[src/rtl/fsw_pkg.sv]
// ****************************************************************
// Constants for the nonvolatile settings write command.
// ****************************************************************
package fsw_pkg;
  // Command and sub-codes of the settings write report.
  localparam logic [7:0] FSW_CMD_WRITE  = 8'hB1;
  localparam logic [7:0] FSW_SUB_CHIP   = 8'h00;
  localparam logic [7:0] FSW_SUB_PIN    = 8'h01;
  localparam logic [7:0] FSW_SUB_MFR    = 8'h02;
  localparam logic [7:0] FSW_SUB_SER    = 8'h04;
  localparam logic [7:0] FSW_STAT_OK    = 8'h00;
  localparam logic [7:0] FSW_STAT_UNSUP = 8'h01;
  // Byte positions inside the 64-byte report.
  localparam logic [5:0] FSW_IDX_SUB    = 6'h01;
  localparam logic [5:0] FSW_IDX_CHIP   = 6'h02;
  localparam logic [5:0] FSW_IDX_CLKDIV = 6'h03;
  localparam logic [5:0] FSW_IDX_DAC    = 6'h04;
  localparam logic [5:0] FSW_IDX_PIN_HI = 6'h05;
  localparam logic [5:0] FSW_IDX_PWD_LO = 6'h0C;
  localparam logic [5:0] FSW_IDX_PWD_HI = 6'h13;
  localparam logic [5:0] FSW_IDX_LAST   = 6'h3F;
  // Field positions in the packed chip settings word.
  localparam int FSW_B_SERIAL  = 7;
  localparam int FSW_B_RX_IDLE = 6;
  localparam int FSW_B_TX_IDLE = 5;
  localparam int FSW_B_TW_IDLE = 4;
  localparam int FSW_B_SP_IDLE = 3;
  localparam int FSW_B_CF_IDLE = 2;
  localparam int FSW_B_DIV_LSB = 8;
  localparam int FSW_B_DAC_SRC = 21;
  localparam int FSW_B_DREF    = 22;
  localparam int FSW_B_DAC_LSB = 16;
  // String storage, one 62-byte slot per descriptor.
  localparam int FSW_STR_LEN   = 62;
  localparam int FSW_STR_TOTAL = 186;
  // Reset values.
  localparam logic [23:0] FSW_CHIP_RST = 24'h000000;
  localparam logic [31:0] FSW_PIN_RST  = 32'h00000000;
  // Register byte offsets on the bus.
  localparam logic [7:0] FSW_A_STATUS   = 8'h00;
  localparam logic [7:0] FSW_A_CHIP     = 8'h04;
  localparam logic [7:0] FSW_A_PIN      = 8'h08;
  localparam logic [7:0] FSW_A_PWD_LO   = 8'h0C;
  localparam logic [7:0] FSW_A_PWD_HI   = 8'h10;
  localparam logic [7:0] FSW_A_STR_SEL  = 8'h14;
  localparam logic [7:0] FSW_A_STR_DATA = 8'h18;
  // Report parser states, Gray coded along idle, sub, data.
  typedef enum logic [1:0] {
    FSW_ST_IDLE = 2'b00,
    FSW_ST_SUB  = 2'b01,
    FSW_ST_DATA = 2'b11,
    FSW_ST_SKIP = 2'b10
  } fsw_state_t;
endpackage

[src/rtl/fsw_settings_write.sv]
// Implementation choices: the register offsets and the APB slave port.
`timescale 1ns/100ps
`default_nettype none
module fsw_settings_write
  import fsw_pkg::*;
(
  // Clock and reset.
  input  wire logic        clk,
  input  wire logic        nrst,
  // Register bus.
  input  wire logic [7:0]  paddr,
  input  wire logic        psel,
  input  wire logic        penable,
  input  wire logic        pwrite,
  input  wire logic [31:0] pwdata,
  output logic      [31:0] prdata,
  output logic             pready,
  output logic             pslverr,
  // Report bytes from the USB endpoint.
  input  wire logic        cmd_valid,
  input  wire logic        cmd_first,
  input  wire logic [7:0]  cmd_byte,
  // Response header.
  output logic             resp_valid,
  output logic      [7:0]  resp_cmd,
  output logic      [7:0]  resp_status,
  // Activity sources and indicator enables.
  input  wire logic        rx_busy,
  input  wire logic        tx_busy,
  input  wire logic        twowire_busy,
  input  wire logic        twowire_ind_en,
  input  wire logic        usb_suspended,
  input  wire logic        suspend_ind_en,
  input  wire logic        usb_configured,
  input  wire logic        cfg_ind_en,
  input  wire logic        clkout_en,
  // Indicator and settings outputs.
  output logic             rx_activity_indicator,
  output logic             tx_activity_indicator,
  output logic             twowire_activity_indicator,
  output logic             suspend_indicator,
  output logic             usb_configured_indicator,
  output logic             clock_out,
  output logic             serial_enum_en,
  output logic      [1:0]  security_mode,
  output logic      [1:0]  dac_internal_reference,
  output logic             dac_ref_supply,
  output logic      [4:0]  dac_powerup_value,
  output logic      [31:0] multipurpose_pin_settings
);

  // ****************************************************************
  // Reset release and storage.
  // ****************************************************************
  logic        rst_q1_r;
  logic        rst_n_r;
  fsw_state_t  state_r;
  logic [5:0]  idx_r;
  logic [7:0]  sub_r;
  logic [23:0] chip_r;
  logic [31:0] pin_r;
  logic [63:0] pwd_r;
  logic [7:0]  str_mem_r [FSW_STR_TOTAL];
  logic [7:0]  str_sel_r;
  logic [7:0]  last_status_r;
  logic [4:0]  div_cnt_r;
  logic        data_byte;
  logic        last_byte;
  logic        sub_ok;
  logic        apb_wr;
  logic [7:0]  str_addr;
  logic [31:0] rd_nxt;
  logic        err_nxt;

  // Reset is released through two flops.
  always_ff @(posedge clk or negedge nrst) begin
    if (!nrst) begin
      rst_q1_r <= 1'b0;
      rst_n_r  <= 1'b0;
    end else begin
      rst_q1_r <= 1'b1;
      rst_n_r  <= rst_q1_r;
    end
  end

  // ****************************************************************
  // Report parser.
  // ****************************************************************
  assign data_byte = cmd_valid && !cmd_first && (state_r == FSW_ST_DATA);
  assign last_byte = data_byte && (idx_r == FSW_IDX_LAST);
  assign sub_ok    = (sub_r <= FSW_SUB_SER);
  assign str_addr  = 8'((32'(sub_r) - 32'(FSW_SUB_MFR)) * FSW_STR_LEN + 32'(idx_r) - 32'(FSW_IDX_CHIP));

  // State follows the byte position; a first byte always restarts.
  always_ff @(posedge clk or negedge rst_n_r) begin
    if (!rst_n_r) begin
      state_r <= FSW_ST_IDLE;
      idx_r   <= 6'h00;
      sub_r   <= 8'h00;
    end else if (cmd_valid) begin
      idx_r <= cmd_first ? FSW_IDX_SUB : idx_r + 6'h01;
      if (cmd_first) begin
        state_r <= (cmd_byte == FSW_CMD_WRITE) ? FSW_ST_SUB : FSW_ST_SKIP;
      end else begin
        case (state_r)
          FSW_ST_SUB: begin
            sub_r   <= cmd_byte;
            state_r <= FSW_ST_DATA;
          end
          FSW_ST_DATA, FSW_ST_SKIP: begin
            if (idx_r == FSW_IDX_LAST) begin
              state_r <= FSW_ST_IDLE;
            end
          end
          default: state_r <= FSW_ST_IDLE;
        endcase
      end
    end
  end

  // Response header is issued one cycle after the last report byte.
  always_ff @(posedge clk or negedge rst_n_r) begin
    if (!rst_n_r) begin
      resp_valid    <= 1'b0;
      resp_cmd      <= 8'h00;
      resp_status   <= 8'h00;
      last_status_r <= 8'h00;
    end else begin
      resp_valid <= last_byte;
      if (last_byte) begin
        resp_cmd      <= FSW_CMD_WRITE;
        resp_status   <= sub_ok ? FSW_STAT_OK : FSW_STAT_UNSUP;
        last_status_r <= sub_ok ? FSW_STAT_OK : FSW_STAT_UNSUP;
      end
    end
  end

  // ****************************************************************
  // Settings storage.
  // ****************************************************************
  assign apb_wr = psel && penable && pready && pwrite;

  // Chip settings; report bytes win over a bus write.
  always_ff @(posedge clk or negedge rst_n_r) begin
    if (!rst_n_r) begin
      chip_r <= FSW_CHIP_RST;
    end else if (data_byte && sub_r == FSW_SUB_CHIP) begin
      case (idx_r)
        FSW_IDX_CHIP:   chip_r[7:0]   <= cmd_byte;
        FSW_IDX_CLKDIV: chip_r[15:8]  <= {3'h0, cmd_byte[4:0]};
        FSW_IDX_DAC:    chip_r[23:16] <= cmd_byte;
        default:        chip_r        <= chip_r;
      endcase
    end else if (apb_wr && paddr == FSW_A_CHIP) begin
      chip_r <= {pwdata[23:16], 3'h0, pwdata[12:0]};
    end
  end

  // Password bytes; later bytes of the report are dropped.
  always_ff @(posedge clk or negedge rst_n_r) begin
    if (!rst_n_r) begin
      pwd_r <= 64'h0;
    end else if (data_byte && sub_r == FSW_SUB_CHIP && idx_r >= FSW_IDX_PWD_LO && idx_r <= FSW_IDX_PWD_HI) begin
      pwd_r[8*(idx_r - FSW_IDX_PWD_LO) +: 8] <= cmd_byte;
    end
  end

  // Pin power-up settings, payload bytes two to five.
  always_ff @(posedge clk or negedge rst_n_r) begin
    if (!rst_n_r) begin
      pin_r <= FSW_PIN_RST;
    end else if (data_byte && sub_r == FSW_SUB_PIN && idx_r <= FSW_IDX_PIN_HI) begin
      pin_r[8*(idx_r - FSW_IDX_CHIP) +: 8] <= cmd_byte;
    end else if (apb_wr && paddr == FSW_A_PIN) begin
      pin_r <= pwdata;
    end
  end

  // Descriptor strings, one slot per sub-code.
  always_ff @(posedge clk or negedge rst_n_r) begin
    if (!rst_n_r) begin
      for (int i = 0; i < FSW_STR_TOTAL; i++) begin
        str_mem_r[i] <= 8'h00;
      end
    end else if (data_byte && sub_r >= FSW_SUB_MFR && sub_r <= FSW_SUB_SER) begin
      str_mem_r[str_addr] <= cmd_byte;
    end
  end

  // ****************************************************************
  // Indicators and clock output.
  // ****************************************************************
  always_ff @(posedge clk or negedge rst_n_r) begin
    if (!rst_n_r) begin
      rx_activity_indicator      <= 1'b0;
      tx_activity_indicator      <= 1'b0;
      twowire_activity_indicator <= 1'b0;
      suspend_indicator          <= 1'b0;
      usb_configured_indicator   <= 1'b0;
    end else begin
      rx_activity_indicator      <= chip_r[FSW_B_RX_IDLE] ^ rx_busy;
      tx_activity_indicator      <= chip_r[FSW_B_TX_IDLE] ^ tx_busy;
      twowire_activity_indicator <= chip_r[FSW_B_TW_IDLE] ^ (twowire_ind_en && twowire_busy);
      suspend_indicator          <= chip_r[FSW_B_SP_IDLE] ^ (suspend_ind_en && usb_suspended);
      usb_configured_indicator   <= chip_r[FSW_B_CF_IDLE] ^ (cfg_ind_en && usb_configured);
    end
  end

  // Clock output toggles every divider cycles; zero holds it low.
  always_ff @(posedge clk or negedge rst_n_r) begin
    if (!rst_n_r) begin
      div_cnt_r <= 5'h00;
      clock_out <= 1'b0;
    end else if (!clkout_en || chip_r[FSW_B_DIV_LSB +: 5] == 5'h00) begin
      div_cnt_r <= 5'h00;
      clock_out <= 1'b0;
    end else if (div_cnt_r >= chip_r[FSW_B_DIV_LSB +: 5] - 5'h01) begin
      div_cnt_r <= 5'h00;
      clock_out <= !clock_out;
    end else begin
      div_cnt_r <= div_cnt_r + 5'h01;
    end
  end

  // Settings fields leave straight from the chip and pin settings flops.
  // serial enable
  assign serial_enum_en            = chip_r[FSW_B_SERIAL];
  assign security_mode             = chip_r[1:0];
  assign dac_internal_reference    = chip_r[FSW_B_DREF +: 2];
  assign dac_ref_supply            = chip_r[FSW_B_DAC_SRC];
  assign dac_powerup_value         = chip_r[FSW_B_DAC_LSB +: 5];
  assign multipurpose_pin_settings = pin_r;

  // ****************************************************************
  // Register bus slave, no wait states.
  // ****************************************************************
  always_comb begin
    rd_nxt  = 32'h0;
    err_nxt = 1'b0;
    case (paddr)
      FSW_A_STATUS:   rd_nxt = {16'h0, sub_r, last_status_r};
      FSW_A_CHIP:     rd_nxt = {8'h0, chip_r};
      FSW_A_PIN:      rd_nxt = pin_r;
      FSW_A_PWD_LO:   rd_nxt = pwd_r[31:0];
      FSW_A_PWD_HI:   rd_nxt = pwd_r[63:32];
      FSW_A_STR_SEL:  rd_nxt = {24'h0, str_sel_r};
      FSW_A_STR_DATA: rd_nxt = (str_sel_r < 8'(FSW_STR_TOTAL)) ? {24'h0, str_mem_r[str_sel_r]} : 32'h0;
      default:        err_nxt = 1'b1;
    endcase
  end

  // Answer is prepared in the setup cycle and stands in the access cycle.
  always_ff @(posedge clk or negedge rst_n_r) begin
    if (!rst_n_r) begin
      pready  <= 1'b0;
      prdata  <= 32'h0;
      pslverr <= 1'b0;
    end else begin
      pready  <= psel && !penable;
      prdata  <= (psel && !penable && !pwrite) ? rd_nxt : 32'h0;
      pslverr <= psel && !penable && err_nxt;
    end
  end

  // String read pointer.
  always_ff @(posedge clk or negedge rst_n_r) begin
    if (!rst_n_r) begin
      str_sel_r <= 8'h00;
    end else if (apb_wr && paddr == FSW_A_STR_SEL) begin
      str_sel_r <= pwdata[7:0];
    end
  end

  // ****************************************************************
  // Assertions.
  // ****************************************************************
  resp_after_last_a: assert property (@(posedge clk) disable iff (!rst_n_r)
    last_byte |=> resp_valid && resp_cmd == FSW_CMD_WRITE)
    else $error("response header missing after last byte");
  unsup_status_a: assert property (@(posedge clk) disable iff (!rst_n_r)
    last_byte && sub_r > FSW_SUB_SER |=> resp_status == FSW_STAT_UNSUP)
    else $error("unsupported sub-code not reported");
  ok_status_a: assert property (@(posedge clk) disable iff (!rst_n_r)
    last_byte && sub_r <= FSW_SUB_SER |=> resp_status == FSW_STAT_OK)
    else $error("valid sub-code not reported ok");
  unsup_nowrite_a: assert property (@(posedge clk) disable iff (!rst_n_r)
    data_byte && sub_r > FSW_SUB_SER && !apb_wr |=> $stable(chip_r) && $stable(pin_r))
    else $error("settings changed by unsupported sub-code");
  chip_byte_a: assert property (@(posedge clk) disable iff (!rst_n_r)
    data_byte && sub_r == FSW_SUB_CHIP && idx_r == FSW_IDX_CHIP
    |=> security_mode == $past(cmd_byte[1:0]) && serial_enum_en == $past(cmd_byte[7]))
    else $error("chip byte two not stored");
  div_mask_a: assert property (@(posedge clk) disable iff (!rst_n_r)
    chip_r[15:13] == 3'h0)
    else $error("ignored divider bits stored");
  rx_level_a: assert property (@(posedge clk) disable iff (!rst_n_r)
    ##1 rx_activity_indicator == ($past(chip_r[FSW_B_RX_IDLE]) ^ $past(rx_busy)))
    else $error("receive indicator level wrong");
  susp_level_a: assert property (@(posedge clk) disable iff (!rst_n_r)
    !$past(suspend_ind_en) |-> suspend_indicator == $past(chip_r[FSW_B_SP_IDLE]))
    else $error("disabled suspend indicator not idle");
  pready_once_a: assert property (@(posedge clk) disable iff (!rst_n_r)
    psel && penable && pready |=> !pready)
    else $error("ready held beyond one access cycle");
endmodule
`default_nettype wire

[config.mk]
export PLATFORM = sky130hd
export DESIGN_NAME = fsw_settings_write
export DESIGN_NICKNAME = d
export VERILOG_FILES = /design/src/rtl/fsw_pkg.sv /design/src/rtl/fsw_settings_write.sv
export SDC_FILE = /design/constraint.sdc
export NUM_CORES = 2
export LEC_CHECK = 0
export ABC_AREA = 1
export BUFFER_PORTS_ARGS = -buffer_cell sky130_fd_sc_hd__buf_4
export CAP_MARGIN = 10
export CELL_PAD_IN_SITES_DETAIL_PLACEMENT = 1
export CELL_PAD_IN_SITES_GLOBAL_PLACEMENT = 2
export CORE_MARGIN = 1
export CORE_UTILIZATION = 34
export DETAILED_ROUTE_END_ITERATION = 8
export GPL_ROUTABILITY_DRIVEN = 1
export PLACE_DENSITY = 0.75
export SLEW_MARGIN = 20
export SYNTH_ARGS = -nofsm -noshare
export SYNTH_HDL_FRONTEND = slang
export SYNTH_SLANG_ARGS = --single-unit
[constraint.sdc]
create_clock -name clk -period 49.2 [get_ports clk]
set_input_delay 9.84 -clock clk [delete_from_list [all_inputs] [get_ports clk]]
set_output_delay 9.84 -clock clk [all_outputs]
set_load 0.01 [all_outputs]
==> results_dict.tcl <==
set metrics [dict create \
    cp_common_cell "buf_4" \
    rsz0062_at_grt "no" \
    critical_path_class "in2reg" \
    avgSynthCellArea_um2 7.617 \
    stdcell_count 13980 \
    die_h_um 497.8 \
    cts_root_buf "clkbuf_16" \
    r2r_slack_ps 41800 \
    finalSetupViolCount 0 \
    cts_resized 0 \
    cp.arrival_ps 13490 \
    firstDrtPassIters 5 \
    tritoncts "built" \
    h-tree-depth 4 \
    timing.final.crit_share 0.2599 \
    synthCells 10970 \
    cts_buffers 199 \
    synth_area_um2 83580 \
    ioPinCount 164 \
    yosys_warnings 0 \
    cts_num_sinks 1679 \
    yosys.area.top_type "dfrtp_1" \
    hold_violations 0 \
    drt-total-wl_um 328600 \
    row_count 181 \
    placed_area_um2 86410 \
    grtUsageTotal 0.2634 \
    path_clk_slew_ps 60 \
    hpwl_um 198500 \
    grt_max_degree 167 \
    cts.path.max_buffers 3 \
    start_kind "input port" \
    grt-ovfl-total 0 \
    regArea_um2 42040 \
    die_area_um2 247800 \
    slew_violations 0 \
    layout-drive-gt1-share 0.07582 \
    wire_per_inst_um 23.51 \
    dpl.cell_count 13620 \
    antenna_found_initial 9 \
    synth_area_leaders "dfrtp_1, nand2_1, nand3_1" \
    yosys_most_used_dff "dfrtp_1" \
    skew_ps 44.17 \
    grt_pass1_vias 78360 \
    synth_seq_cells 1679 \
    status "completed" \
    synth_top_area_frac 0.5027 \
    slew_headroom 0.2901 \
    insertion_delay_ps 880 \
    async_reset_ff_frac 1.000 \
    end_kind "flip-flop" \
    critical_path_required_ps 49910 \
    coreArea_um2 243900 \
    slowest_stage "nor2_4" \
    multi_input_area_um2 37360 \
    drtAntennaViolNets 0 \
    hold_slack_ps 349.5 \
    max_freq_mhz 78.20 \
    via_count 76530 \
    vias_per_cell 5.474 \
    final_cell_area_um2 93000 \
    yosysSeqAreaShare 0.5027 \
    fill_cells 29360 \
    initial_utilization 0.3427 \
    drc 0 \
    reg2reg_depth 24 \
    holdBufCountCts 0 \
    first_iter_violations 6765 \
    layout_min_cycle_time_ps 12790 \
    synth_edf_count 0 \
    setup_tns_ps 0 \
    port_buffers 152 \
    cts_setup_buffers 0 \
    crit_fanout 29 \
    reg2reg_from "sub_r[1]$_DFFE_PN0P_" \
    worst_slew_pin_slew_ps 1065 \
    grt_pass1_wl_um 507100 \
    area_delta_synth_final_pct 11.27 \
    r2r-end "str_mem_r[1087]$_DFFE_PN0P_" \
    die_width_um 497.8 \
    gp_congestion 0.8484 \
    synth.distinct_cells 59 \
    maxCapViolCount 0 \
    nets 10740 \
    path_cells "buf_4 > inv_2 > nor2_8 > nand3_4 > a211oi_4 > nand3_2 > nor2_4 > buf_4 > nand4_1 > nand2_1 > o21ai_0" \
    slowest_delay_ps 850 \
    min_path_type "reg2async" \
]
## how the worst max path moves through the flow
stage,startpoint,to
floorplan,rst_n_r$_DFF_PN0_,chip_r[0]$_DFFE_PN0P_
global placement,cmd_valid,str_mem_r[80]$_DFFE_PN0P_
detailed placement,cmd_valid,str_mem_r[85]$_DFFE_PN0P_
CTS,cmd_valid,str_mem_r[87]$_DFFE_PN0P_
global route,cmd_valid,str_mem_r[80]$_DFFE_PN0P_
finish,cmd_valid,str_mem_r[87]$_DFFE_PN0P_
## final cells by class
type,count,share of cell area
Tap cell,3202,0.04308
Sequential cell,1679,0.4520
Inverter,144,0.006014
Multi-Input combinational cell,8293,0.4017
Timing Repair Buffer,302,0.02687
Antenna cell,3,0.00008072
Clock buffer,305,0.06345
Clock inverter,52,0.006835
## per-stage QoR
step / utilization / setup WS (ps)
2_1_floorplan: - / 22010
3_3_place_gp: 0.3542 / 35710
3_5_place_dp: 0.3543 / 35630
4_1_cts: 0.3811 / 36510
5_1_grt: 0.3813 / 36280
6_report: 0.3813 / 36410
## synthesized netlist by cell type (7+ instances only)
| master | instances |
|---|---|
| o21ai_1 | 225 |
| a21oi_1 | 258 |
| buf_1 | 54 |
| inv_2 | 15 |
| clkbuf_1 | 547 |
| ha_1 | 54 |
| a211oi_1 | 7 |
| xnor2_1 | 13 |
| a31oi_1 | 27 |
| nor2_1 | 288 |
| o22ai_1 | 48 |
| nor2_2 | 19 |
| a22o_1 | 11 |
| dfrtp_1 | 1679 |
| buf_2 | 179 |
| nand3_1 | 1842 |
| o211ai_1 | 29 |
| nand4_4 | 32 |
| a221oi_1 | 17 |
| nand2_1 | 4663 |
| inv_1 | 123 |
| nand4_1 | 71 |
| nor4_1 | 8 |
| buf_4 | 84 |
| nor3_1 | 65 |
| o21ai_0 | 440 |
| xor2_1 | 14 |
| nor2_4 | 10 |
| nand2_2 | 85 |
| or2_2 | 9 |
## critical path: cells and delay by family
family	cells	cell delay, ps
AND/OR/NAND/NOR	6	2220
AO/OA/AOI/OAI	2	580
buffers and inverters	3	790
## logic make-up (layout without fill, tap and decap cells)
group / after synthesis / in the layout / synth area share
other: 2 / 15 / 0.00008986
xor gates and xnor gates: 28 / 28 / 0.003024
buffers and inverters: 1011 / 803 / 0.05217
muxes: 1 / 1 / 0.0001347
and+or+nand+nor: 7112 / 7112 / 0.3634
DFF: 1679 / 1679 / 0.5027
AOI/OAI and AO/OA: 1080 / 1080 / 0.06894
adders and majority gates: 60 / 60 / 0.009521
## state kept, by name, summed over array words and instances, names as in the netlist, 2 cells and up
name	count
chip_r	21
div_cnt_r	5
idx_r	6
multipurpose_pin_settings	32
prdata	32
pwd_r	64
state_r	2
str_mem_r	1488
str_sel_r	8
sub_r	8
## per-layer routing
layer / up-vias / part of all wire / global-route usage
met1: 39300 / 0.48 / 0.3821
li1: 35050 / - / -
met5: - / 0.000082 / 0
met4: 4 / 0.023 / 0.06770
met3: 404 / 0.045 / 0.02868
met2: 1779 / 0.45 / 0.4160
## cells in the final DEF (no fill, tap or decap), drive strengths merged, types with 17 or more instances in the layout
master	instances
nand3	1850
o21ai	665
buf	302
a221oi	17
clkinv	34
a21oi	258
clkbuf	305
o211ai	29
inv	151
nand2	4749
nor3	67
nor2	318
a31oi	27
ha	54
nand4	103
o22ai	48
dfrtp	1679
Power is left out: the tool's default activity adds up to more than one toggle a clock period on the data nets, which glitch-free logic cannot reach.
